$ cat src/fesm_pkg.sv
package fesm_pkg;

  // ---------------------------------------------------------------------------
  // Command codes and unlock cycle values
  // ---------------------------------------------------------------------------
  localparam logic [7:0]  CMD_SUSPEND      = 8'hb0;
  localparam logic [7:0]  CMD_RESUME       = 8'h30;
  localparam logic [7:0]  CMD_RESET_FLASH  = 8'hf0;
  localparam logic [7:0]  UNLOCK_VAL1      = 8'haa;
  localparam logic [7:0]  UNLOCK_VAL2      = 8'h55;
  localparam logic [11:0] UNLOCK_ADDR1     = 12'h555;
  localparam logic [11:0] UNLOCK_ADDR2     = 12'haaa;

  // ---------------------------------------------------------------------------
  // Control register space offsets (relative to control_register_space)
  // ---------------------------------------------------------------------------
  localparam logic [7:0]  OFS_MAIN_LOCK    = 8'hc0;
  localparam logic [7:0]  OFS_BOOT_LOCK    = 8'hc2;
  localparam logic [7:0]  OFS_SPACE_MAP    = 8'he2;

  // ---------------------------------------------------------------------------
  // Field positions
  // ---------------------------------------------------------------------------
  localparam int          MAP_PIO_BIT      = 7;
  localparam int          MAP_RD_MAIN_BIT  = 4;
  localparam int          MAP_RD_BOOT_BIT  = 3;
  localparam int          MAP_PF_MAIN_BIT  = 2;
  localparam int          MAP_PF_BOOT_BIT  = 1;
  localparam int          MAP_PF_SRAM_BIT  = 0;
  localparam logic [7:0]  MAP_USED_MASK    = 8'h9f;
  localparam int          SECURED_BIT      = 7;
  localparam logic [7:0]  BOOT_LOCK_MASK   = 8'h0f;

  // Status bit positions in a status read
  localparam int          ST_ERROR_BIT     = 5;
  localparam int          ST_TOGGLE_BIT    = 6;
  localparam int          ST_TIMER_BIT     = 3;

  // ---------------------------------------------------------------------------
  // Timing
  // ---------------------------------------------------------------------------
  localparam int          CLK_MHZ          = 250;
  localparam int          SUSP_MIN_NS      = 100;
  localparam int          SUSP_MAX_NS      = 15000;
  localparam int          RECOVER_NS       = 25000;
  localparam int          SUSP_MIN_CYC     = (SUSP_MIN_NS * CLK_MHZ + 999) / 1000;
  localparam int          SUSP_MAX_CYC     = (SUSP_MAX_NS * CLK_MHZ) / 1000;
  localparam int          RECOVER_CYC      = (RECOVER_NS * CLK_MHZ) / 1000;
  localparam int          SUSP_DELAY_CYC   = SUSP_MIN_CYC + 4;
  localparam int          ABORT_DELAY_CYC  = 64;
  localparam logic [7:0]  RESET_VAL_ZERO   = 8'h00;

  // Flash engine state
  typedef enum logic [4:0] {
    FESM_READ     = 5'b00001,
    FESM_TIMEOUT  = 5'b00010,
    FESM_ERASING  = 5'b00100,
    FESM_SUSPWAIT = 5'b01000,
    FESM_SUSP     = 5'b10000
  } fesm_state_e;

endpackage : fesm_pkg

$ cat src/fesm_core.sv
// Overview of operation
// - Suspend code during erase suspends it
// - Suspend honoured only during erase cycle
// - Suspend in time-out window ends window
// - Toggle stops 0.1 to 15 us
// - Erased sector reads invalid while suspended
// - Suspended: only resume and reset accepted
// - Reset while suspended abandons erase
// - Resume code continues suspended erase
// - Locked sector program or erase ignored
// - Lock bits read only from bus
// - Lock register bit layouts, secured bit
// - Error reset returns read within 25us
// - Reset ignored during program or bulk
// - Reset aborts sector erase within 25us
// - System reset aborts cycle to read
// - Static memory only with select high
// - Boot over main; sram/regs over flash
// - Space map bits and writable boot value
// - Timer flag 0 counting, 1 erasing
// - Toggle inverts per read while busy
module fesm_core (
  // Clock and reset
  input  wire logic        clk_in,
  input  wire logic        resetn_in,
  // Core bus strobes (active high, one cycle per access)
  input  wire logic        bus_wr_in,
  input  wire logic        bus_rd_in,
  input  wire logic        bus_fetch_in,
  input  wire logic [11:0] bus_addr_in,
  input  wire logic [7:0]  bus_wdata_in,
  // Decoded selects from address_decode_array
  input  wire logic [7:0]  main_sector_selects_in,
  input  wire logic [3:0]  boot_sector_selects_in,
  input  wire logic        static_memory_select_in,
  input  wire logic        control_register_space_in,
  input  wire logic        peripheral_space_in,
  // Non-volatile configuration
  input  wire logic [7:0]  main_lock_in,
  input  wire logic [7:0]  boot_lock_in,
  input  wire logic        secured_in,
  input  wire logic [7:0]  space_map_boot_in,
  // Erase engine side
  input  wire logic        erase_start_in,
  input  wire logic        busy_other_in,
  input  wire logic        error_in,
  // Read data and memory enables
  output logic [7:0]       bus_rdata_out,
  output logic             main_flash_en_out,
  output logic             boot_flash_en_out,
  output logic             sram_en_out,
  output logic             regs_en_out,
  output logic             periph_en_out,
  output logic             peripheral_io_enable_out,
  output logic             read_invalid_out,
  output logic             erase_active_out,
  output logic             erase_suspended_out,
  output logic             program_refused_out
);

  // ---------------------------------------------------------------------------
  // State and registers
  // ---------------------------------------------------------------------------
  fesm_pkg::fesm_state_e state_q;
  logic [7:0]  space_map_q;
  logic        map_loaded_q;
  logic [11:0] erase_sectors_q;
  logic [1:0]  unlock_q;
  logic        toggle_q;
  logic        in_reset_q;
  logic [7:0]  rdata_q;

  logic        any_sel;
  logic [11:0] sel_vec;
  logic        flash_wr;
  logic        is_suspend;
  logic        is_resume;
  logic        is_reset;
  logic        hits_erase;
  logic        susp_done;
  logic        rec_done;
  logic        rec_busy;
  logic        reg_rd;
  logic        reg_wr;
  logic [7:0]  reg_rdata;
  logic [7:0]  status;

  // ---------------------------------------------------------------------------
  // Decode priority
  // ---------------------------------------------------------------------------
  // Higher level selects mask lower ones
  always_comb begin
    logic high_lvl;
    logic boot_any;
    high_lvl          = static_memory_select_in || control_register_space_in ||
                        (peripheral_space_in && space_map_q[fesm_pkg::MAP_PIO_BIT]);
    boot_any          = |boot_sector_selects_in;
    sram_en_out       = static_memory_select_in &&
                        (bus_rd_in || bus_wr_in ||
                         (bus_fetch_in && space_map_q[fesm_pkg::MAP_PF_SRAM_BIT]));
    regs_en_out       = control_register_space_in && !static_memory_select_in;
    periph_en_out     = peripheral_space_in && space_map_q[fesm_pkg::MAP_PIO_BIT] &&
                        !static_memory_select_in && !control_register_space_in;
    boot_flash_en_out = boot_any && !high_lvl &&
                        ((bus_rd_in && space_map_q[fesm_pkg::MAP_RD_BOOT_BIT]) ||
                         (bus_fetch_in && space_map_q[fesm_pkg::MAP_PF_BOOT_BIT]) ||
                         bus_wr_in);
    main_flash_en_out = (|main_sector_selects_in) && !boot_any && !high_lvl &&
                        ((bus_rd_in && space_map_q[fesm_pkg::MAP_RD_MAIN_BIT]) ||
                         (bus_fetch_in && space_map_q[fesm_pkg::MAP_PF_MAIN_BIT]) ||
                         bus_wr_in);
  end

  assign sel_vec  = {boot_sector_selects_in, main_sector_selects_in};
  assign any_sel  = |sel_vec;
  assign flash_wr = bus_wr_in && any_sel && !regs_en_out && !sram_en_out;
  assign is_suspend = flash_wr && (bus_wdata_in == fesm_pkg::CMD_SUSPEND);
  assign is_resume  = flash_wr && (bus_wdata_in == fesm_pkg::CMD_RESUME);
  assign is_reset   = flash_wr && (bus_wdata_in == fesm_pkg::CMD_RESET_FLASH);
  assign hits_erase = |(sel_vec & erase_sectors_q);
  assign reg_rd     = bus_rd_in && regs_en_out;
  assign reg_wr     = bus_wr_in && regs_en_out;

  // ---------------------------------------------------------------------------
  // Timers
  // ---------------------------------------------------------------------------
  // Suspend takes effect after a fixed delay inside the allowed window
  fesm_counter #(.W(16)) u_susp_timer (
    .clk_in    (clk_in),
    .resetn_in (resetn_in),
    .load_in   (is_suspend && (state_q == fesm_pkg::FESM_ERASING ||
                               state_q == fesm_pkg::FESM_TIMEOUT)),
    .value_in  (16'(fesm_pkg::SUSP_DELAY_CYC)),
    .stop_in   (1'b0),
    .busy_out  (),
    .done_out  (susp_done)
  );

  // Recovery to read mode after abort; short, well under the bound
  fesm_counter #(.W(16)) u_rec_timer (
    .clk_in    (clk_in),
    .resetn_in (1'b1),
    .load_in   (!resetn_in || (is_reset && state_q != fesm_pkg::FESM_READ)),
    .value_in  (16'(fesm_pkg::ABORT_DELAY_CYC)),
    .stop_in   (1'b0),
    .busy_out  (rec_busy),
    .done_out  (rec_done)
  );

  // ---------------------------------------------------------------------------
  // Erase state machine
  // ---------------------------------------------------------------------------
  // A reset-flash during a program or bulk erase is not acted on
  always_ff @(posedge clk_in) begin
    if (!resetn_in) begin
      state_q <= fesm_pkg::FESM_READ;
    end else begin
      case (state_q)
        fesm_pkg::FESM_READ: begin
          if (erase_start_in && !busy_other_in && (|(sel_vec & ~{boot_lock_in[3:0], main_lock_in})))
            state_q <= fesm_pkg::FESM_TIMEOUT;
        end
        fesm_pkg::FESM_TIMEOUT: begin
          if (is_suspend)
            state_q <= fesm_pkg::FESM_SUSPWAIT;
          else if (is_reset && !busy_other_in)
            state_q <= fesm_pkg::FESM_READ;
          else if (rec_busy == 1'b0 && !erase_start_in && in_reset_q == 1'b0)
            state_q <= fesm_pkg::FESM_ERASING;
        end
        fesm_pkg::FESM_ERASING: begin
          if (is_suspend)
            state_q <= fesm_pkg::FESM_SUSPWAIT;
          else if (is_reset && !busy_other_in)
            state_q <= fesm_pkg::FESM_READ;
          else if (!erase_start_in && error_in)
            state_q <= fesm_pkg::FESM_ERASING;
        end
        fesm_pkg::FESM_SUSPWAIT: begin
          if (susp_done)
            state_q <= fesm_pkg::FESM_SUSP;
        end
        fesm_pkg::FESM_SUSP: begin
          if (is_resume)
            state_q <= fesm_pkg::FESM_ERASING;
          else if (is_reset)
            state_q <= fesm_pkg::FESM_READ;
          // Any other write falls through untouched
        end
        default: state_q <= fesm_pkg::FESM_READ;
      endcase
    end
  end

  // Recovery timer run, started by system reset or a reset-flash outside the read state
  always_ff @(posedge clk_in) begin
    if (!resetn_in)
      in_reset_q <= 1'b0;
    else
      in_reset_q <= rec_busy && !rec_done;
  end

  // Sectors under erase, locked ones dropped
  always_ff @(posedge clk_in) begin
    if (!resetn_in) begin
      erase_sectors_q <= '0;
    end else if (erase_start_in && !busy_other_in &&
                 (state_q == fesm_pkg::FESM_READ || state_q == fesm_pkg::FESM_TIMEOUT)) begin
      erase_sectors_q <= erase_sectors_q | (sel_vec &
                         ~{boot_lock_in[3:0], main_lock_in});
    end else if (state_q == fesm_pkg::FESM_READ) begin
      erase_sectors_q <= '0;
    end
  end

  // Unlock prefix tracker; reset-flash works with or without it
  always_ff @(posedge clk_in) begin
    if (!resetn_in) begin
      unlock_q <= 2'b00;
    end else if (flash_wr) begin
      if (bus_addr_in == fesm_pkg::UNLOCK_ADDR1 && bus_wdata_in == fesm_pkg::UNLOCK_VAL1)
        unlock_q <= 2'b01;
      else if (unlock_q == 2'b01 && bus_addr_in == fesm_pkg::UNLOCK_ADDR2 &&
               bus_wdata_in == fesm_pkg::UNLOCK_VAL2)
        unlock_q <= 2'b10;
      else
        unlock_q <= 2'b00;
    end
  end

  // Toggle flag flips on each status read of the erased sector while busy
  always_ff @(posedge clk_in) begin
    if (!resetn_in)
      toggle_q <= 1'b0;
    else if (bus_rd_in && hits_erase && (state_q == fesm_pkg::FESM_TIMEOUT ||
             state_q == fesm_pkg::FESM_ERASING || state_q == fesm_pkg::FESM_SUSPWAIT))
      toggle_q <= ~toggle_q;
  end

  // ---------------------------------------------------------------------------
  // Space map register and reads
  // ---------------------------------------------------------------------------
  // Boot value loaded once after reset, then software may rewrite it
  always_ff @(posedge clk_in) begin
    if (!resetn_in) begin
      space_map_q  <= fesm_pkg::RESET_VAL_ZERO;
      map_loaded_q <= 1'b0;
    end else if (!map_loaded_q) begin
      space_map_q  <= space_map_boot_in & fesm_pkg::MAP_USED_MASK;
      map_loaded_q <= 1'b1;
    end else if (reg_wr && bus_addr_in[7:0] == fesm_pkg::OFS_SPACE_MAP) begin
      space_map_q  <= bus_wdata_in & fesm_pkg::MAP_USED_MASK;
    end
  end

  // Lock registers have no write path here
  always_comb begin
    case (bus_addr_in[7:0])
      fesm_pkg::OFS_MAIN_LOCK: reg_rdata = main_lock_in;
      fesm_pkg::OFS_BOOT_LOCK: reg_rdata = (boot_lock_in & fesm_pkg::BOOT_LOCK_MASK) |
                                           {secured_in, 7'h00};
      fesm_pkg::OFS_SPACE_MAP: reg_rdata = space_map_q;
      default:                 reg_rdata = 8'h00;
    endcase
  end

  // Status byte for reads inside the erased sector
  always_comb begin
    status = 8'h00;
    status[fesm_pkg::ST_TOGGLE_BIT] = toggle_q;
    status[fesm_pkg::ST_ERROR_BIT]  = error_in;
    status[fesm_pkg::ST_TIMER_BIT]  = (state_q != fesm_pkg::FESM_TIMEOUT);
  end

  // Registered read data
  always_ff @(posedge clk_in) begin
    if (!resetn_in)
      rdata_q <= 8'h00;
    else if (reg_rd)
      rdata_q <= reg_rdata;
    else if (bus_rd_in && hits_erase && state_q != fesm_pkg::FESM_READ &&
             state_q != fesm_pkg::FESM_SUSP)
      rdata_q <= status;
    else if (bus_rd_in)
      rdata_q <= 8'h00;
  end

  assign bus_rdata_out            = rdata_q;
  assign peripheral_io_enable_out = space_map_q[fesm_pkg::MAP_PIO_BIT];
  assign read_invalid_out         = (bus_rd_in || bus_fetch_in) && hits_erase &&
                                    (state_q == fesm_pkg::FESM_SUSP);
  assign erase_active_out         = (state_q == fesm_pkg::FESM_TIMEOUT) ||
                                    (state_q == fesm_pkg::FESM_ERASING);
  assign erase_suspended_out      = (state_q == fesm_pkg::FESM_SUSP);
  assign program_refused_out      = flash_wr && ((state_q == fesm_pkg::FESM_SUSP && !is_resume && !is_reset) ||
                                    (|(sel_vec & {boot_lock_in[3:0], main_lock_in})));

  // ---------------------------------------------------------------------------
  // Checks
  // ---------------------------------------------------------------------------
  property p_suspend_enters;
    @(posedge clk_in) disable iff (!resetn_in)
    (is_suspend && state_q == fesm_pkg::FESM_ERASING) |=> state_q == fesm_pkg::FESM_SUSPWAIT;
  endproperty
  a_suspend_enters: assert property (p_suspend_enters) else $error("suspend not taken");

  property p_suspend_idle;
    @(posedge clk_in) disable iff (!resetn_in)
    (is_suspend && state_q == fesm_pkg::FESM_READ) |=> state_q == fesm_pkg::FESM_READ;
  endproperty
  a_suspend_idle: assert property (p_suspend_idle) else $error("suspend acted in read");

  property p_suspend_window;
    @(posedge clk_in) disable iff (!resetn_in)
    $rose(state_q == fesm_pkg::FESM_SUSPWAIT) |-> ##24 state_q == fesm_pkg::FESM_SUSPWAIT
      ##[1:1000] state_q == fesm_pkg::FESM_SUSP;
  endproperty
  a_suspend_window: assert property (p_suspend_window) else $error("suspend delay out of range");

  property p_resume;
    @(posedge clk_in) disable iff (!resetn_in)
    (state_q == fesm_pkg::FESM_SUSP && is_resume) |=> state_q == fesm_pkg::FESM_ERASING;
  endproperty
  a_resume: assert property (p_resume) else $error("resume not taken");

  property p_reset_susp;
    @(posedge clk_in) disable iff (!resetn_in)
    (state_q == fesm_pkg::FESM_SUSP && is_reset) |=> state_q == fesm_pkg::FESM_READ;
  endproperty
  a_reset_susp: assert property (p_reset_susp) else $error("reset did not abandon erase");

  property p_discard;
    @(posedge clk_in) disable iff (!resetn_in)
    (state_q == fesm_pkg::FESM_SUSP && flash_wr && !is_resume && !is_reset)
      |=> state_q == fesm_pkg::FESM_SUSP && $stable(erase_sectors_q);
  endproperty
  a_discard: assert property (p_discard) else $error("write changed suspended state");

  property p_invalid;
    @(posedge clk_in) disable iff (!resetn_in)
    (bus_rd_in && state_q == fesm_pkg::FESM_SUSP && !hits_erase) |-> !read_invalid_out;
  endproperty
  a_invalid: assert property (p_invalid) else $error("other sector read flagged");

  property p_timer_flag;
    @(posedge clk_in) disable iff (!resetn_in)
    (reg_rd == 1'b0 && bus_rd_in && hits_erase && state_q == fesm_pkg::FESM_TIMEOUT)
      |=> !bus_rdata_out[fesm_pkg::ST_TIMER_BIT];
  endproperty
  a_timer_flag: assert property (p_timer_flag) else $error("timer flag not zero in window");

  property p_map_write;
    @(posedge clk_in) disable iff (!resetn_in)
    (map_loaded_q && reg_wr && bus_addr_in[7:0] == fesm_pkg::OFS_SPACE_MAP)
      |=> space_map_q == ($past(bus_wdata_in) & fesm_pkg::MAP_USED_MASK);
  endproperty
  a_map_write: assert property (p_map_write) else $error("space map not written");

endmodule : fesm_core

$ cat src/fesm_counter.sv
// Down counter: load a value, count to zero, pulse done
module fesm_counter #(
  parameter int W = 16
) (
  // Clock and reset
  input  wire logic         clk_in,
  input  wire logic         resetn_in,
  // Control
  input  wire logic         load_in,
  input  wire logic [W-1:0] value_in,
  input  wire logic         stop_in,
  // Status
  output logic              busy_out,
  output logic              done_out
);

  logic [W-1:0] cnt_q;
  logic         busy_q;

  // Count down while busy, done on reaching one
  always_ff @(posedge clk_in) begin
    if (!resetn_in || stop_in) begin
      cnt_q  <= '0;
      busy_q <= 1'b0;
    end else if (load_in) begin
      cnt_q  <= value_in;
      busy_q <= 1'b1;
    end else if (busy_q) begin
      cnt_q  <= cnt_q - {{(W-1){1'b0}}, 1'b1};
      busy_q <= (cnt_q > {{(W-1){1'b0}}, 1'b1});
    end
  end

  assign busy_out = busy_q;
  assign done_out = busy_q && (cnt_q == {{(W-1){1'b0}}, 1'b1}) && !load_in && !stop_in;

endmodule : fesm_counter

$ cat config.mk
export PLATFORM = sky130hd
export DESIGN_NAME = fesm_core
export DESIGN_NICKNAME = d
export VERILOG_FILES = /design/src/fesm_pkg.sv /design/src/fesm_core.sv /design/src/fesm_counter.sv
export SDC_FILE = /design/constraint.sdc
export NUM_CORES = 1
export LEC_CHECK = 0
export BUFFER_PORTS_ARGS = -buffer_cell sky130_fd_sc_hd__clkbuf_2
export CAP_MARGIN = 15
export CORE_UTILIZATION = 35
export CTS_CLUSTER_SIZE = 25
export DETAILED_ROUTE_END_ITERATION = 8
export GPL_TIMING_DRIVEN = 1
export PLACE_DENSITY = 0.56
export SLEW_MARGIN = 10
export SYNTH_ARGS = -nofsm -noshare
export SYNTH_HDL_FRONTEND = slang
export SYNTH_SLANG_ARGS = --single-unit
$ cat constraint.sdc
create_clock -name clk_in -period 2.4 [get_ports clk_in]
set_input_delay 0.24 -clock clk_in [delete_from_list [all_inputs] [get_ports clk_in]]
set_output_delay 0.24 -clock clk_in [all_outputs]
set_load 0.005 [all_outputs]
==> results.toml <==
[power_and_ir_drop]
intPower_w = 0.002414
p_leak_nw = 1.828
ir_worst_vdd_mv = 0.3407
seq_power_share_pct = 39.4
power_frac_comb_pct = 27.9
powerDensity_nw_per_um2 = 809.4
switchingPower_w = 0.001133
pwr-share-clk_pct = 32.7
p_sw_share_pct = 31.95

[finish]
fin_cells = 649
antenna_cells = 0
final_nets = 583
area_growth_pct = 25.24
drive_above_1_share_pct = 24.22

[detailed_routing]
dr.pass1.iters = 4
drt_iter0_drc = 123
drcViolationCount = 0
detail_route.wl_per_cell_um = 14.64
finalWirelength_um = 9502
viasPerCell = 5.114
vias = 3319
postRouteAntennaNets = 0

[logic_synthesis]
ys_seq_area_share_pct = 38.90
syn_area_um2 = 3500
synth_edf_count = 0
async_reset_ff_share_pct = 0
synth_area_leaders = "dfxtp_1 (39%), nor2_1 (8.8%), a22oi_1 (5.4%)"
synth_top_area_share_pct = 38.90
ys.warnings.count = 0
ys_seq_elements = 68
ys.flop_type = "dfxtp_1"
synth_nets = 494
synth_cell_types = 52
syn_inst = 422
avgSynthCellArea_um2 = 8.293
yosysTopAreaCell = "dfxtp_1"

[floorplan]
top_level_ports = 86
start_util_pct = 35.97
rows = 36
core_um2 = 9729
die_w_um = 102.0
die_y_um = 102.0
die_area_um2 = 10400

[placement]
gp_congestion = 0.9230
dp.final_hpwl_um = 7290
numPortBuffers = 75
dp_cells = 632

[critical_path]
critPathKind = "flip-flop to flip-flop"
reg2reg_to = "u_susp_timer.cnt_q[12]"
rrSetupSlack_ns = 0.22
crit_path_end_kind = "flip-flop"
regToRegStartpoint = "u_susp_timer.cnt_q[3]"
cp_max_fo = 5
critPathLaunchType = "flip-flop"
r2r_cells = 6
worstPathRequired_ns = 2.65
arrival_ns = 2.42

[timing]
timing.hold.ws_ns = 0.2063
hold_viol = 0
tns_ns = 0
max_freq_mhz = 459.4
worstMarginPinSlew_ns = 1.041
rsz0062_at_grt = "no"
relSlewSlack_pct = 30.56
post-route-min-period_ns = 2.177
drv_slew = 0
setup_violations = 0
min_period_over_period_pct = 90.69
fin_skew_ns = 0.01305

[clock_tree]
ctsHoldBuffers = 0
h-tree-depth = 3
clkTransAtPathRegs_ns = 0.08
clk_latency_ns = 0.35
cts_sinks = 68
cts_buffer_depth = 2
cts_tree = "yes"
numCtsBuffers = 9
root_buffer = "clkbuf_8"

[min_path]
hold_start = "resetn_in"
hold_depth = 2
hold-path-endpoint = "map_loaded_q"
hp-class = "input port to flip-flop"

[global_routing]
grt_pass1_wl_um = 15570
antenna_found_initial = 0
grt_pass1_vias = 3124
grt_max_degree = 33
grtUsageTotal_pct = 19.34
grt_overflow = 0

[status]
status = "finished clean"

[job]
maxCapViolCount = 0
## worst max-delay path, cell delays in order, from the launching register on
cell	delay (ns)
dfxtp_1	0.35
or4_4	0.56
or3_4	0.37
or2_2	0.33
nor4_1	0.25
xnor2_1	0.16
nor2_1	0.05
## placed cells by master (no fill, tap or decap), types with 3 or more instances in the layout
cell	Yosys	final
nor2_1	82	82
clkbuf_2	0	75
dfxtp_1	68	68
nand2_1	33	33
a22oi_1	25	25
xnor2_1	21	21
nor2b_1	19	19
a21oi_1	15	15
buf_4	0	15
nor4_1	14	14
a211oi_1	10	10
nor3_1	10	9
o21ai_0	9	9
mux2i_1	9	9
clkbuf_8	0	9
inv_1	8	8
xor2_1	8	8
nand3_1	7	7
or4_1	5	5
nand2b_1	5	5
mux2_2	5	5
nor3_2	3	4
a221oi_1	4	4
nor3b_1	4	4
ha_1	4	4
o31a_1	3	3
bufinv_16	0	3
## power by group through the flow
| stage | clock (W) | combinational, W | sequential (W) |
|---|---|---|---|
| after detailed placement | 0 | 0.000961 | 0.00142 |
| after floorplan | 0 | 0.000690 | 0.00138 |
| final | 0.00116 | 0.000989 | 0.00140 |
| after CTS | 0.00119 | 0.000966 | 0.00139 |
| after global placement | 0 | 0.000946 | 0.00141 |
| after global routing | 0.00125 | 0.00112 | 0.00142 |
## worst max-delay path by stage
stage | startpoint | end | slack [ns] | depth (start not counted)
after floorplan | u_susp_timer.cnt_q[3] | state_q[4] | 0.25 | 6
after CTS | u_susp_timer.cnt_q[3] | state_q[4] | 0.08 | 6
after global placement | bus_wdata_in[0] | state_q[4] | 0.04 | 9
final | u_susp_timer.cnt_q[3] | u_susp_timer.cnt_q[12] | 0.22 | 6
after global routing | u_susp_timer.cnt_q[3] | state_q[2] | 0.07 | 7
after detailed placement | bus_wdata_in[0] | state_q[1] | 0.01 | 9
## logic make-up after synthesis
kind of cell | share of synthesized area, %
and+or+nand+nor | 29.10
AOI/OAI and AO/OA | 16.70
DFF | 38.90
xor gates and xnor gates | 7.258
buffers and inverters | 2.431
muxes | 4.183
adders and majority gates | 1.430
## Yosys cell counts, types with 9 or more instances
| library cell | count |
|---|---|
| nor2_1 | 82 |
| dfxtp_1 | 68 |
| nand2_1 | 33 |
| a22oi_1 | 25 |
| xnor2_1 | 21 |
| nor2b_1 | 19 |
| a21oi_1 | 15 |
| nor4_1 | 14 |
| a211oi_1 | 10 |
| clkbuf_1 | 10 |
| nor3_1 | 10 |
| mux2i_1 | 9 |
| o21ai_0 | 9 |
## what timing repair did
item / CTS / global route
setup endpoints to repair: 0 / 4
gates resized for setup: 0 / 1
setup buffers: 0 / 1
## per-stage QoR
step	util [%]	setup WS [ns]	instance area, um2	total power [W]
after CTS	44.92	0.07582	4370	0.003550
after global routing	45.05	0.07470	4383	0.003785
after detailed placement	42.46	0.01035	4131	0.002381
after floorplan	-	0.2482	3500	0.002069
after global placement	42.46	0.04006	4131	0.002360
final	45.05	0.2234	4383	0.003548
## layout make-up
cell class	count	area, um2
fill	1001	5346
multi-input combinational	332	2058
sequential	68	1361
timing repair buffer	92	528.0
tap	133	166.4
clock buffer	10	127.6
clock inverter	6	111.4
inverter	8	30.03
## state kept, by name (all words and copies together), names as in the netlist
signal / flops
space_map_q: 6
in_reset_q: 1
bus_rdata_out: 8
u_rec_timer.busy_out: 1
u_susp_timer.busy_out: 1
map_loaded_q: 1
u_susp_timer.cnt_q: 16
toggle_q: 1
erase_sectors_q: 12
u_rec_timer.cnt_q: 16
state_q: 5
## routing by layer
layer	routed length [um]	part of all wire (%)	GRT usage, %
met4	173	1.8	7.802
met1	4586	48	25.84
met5	0	0	0
met2	4214	44	30.82
met3	527	5.5	3.488
(Power assumes the default switching activity.)
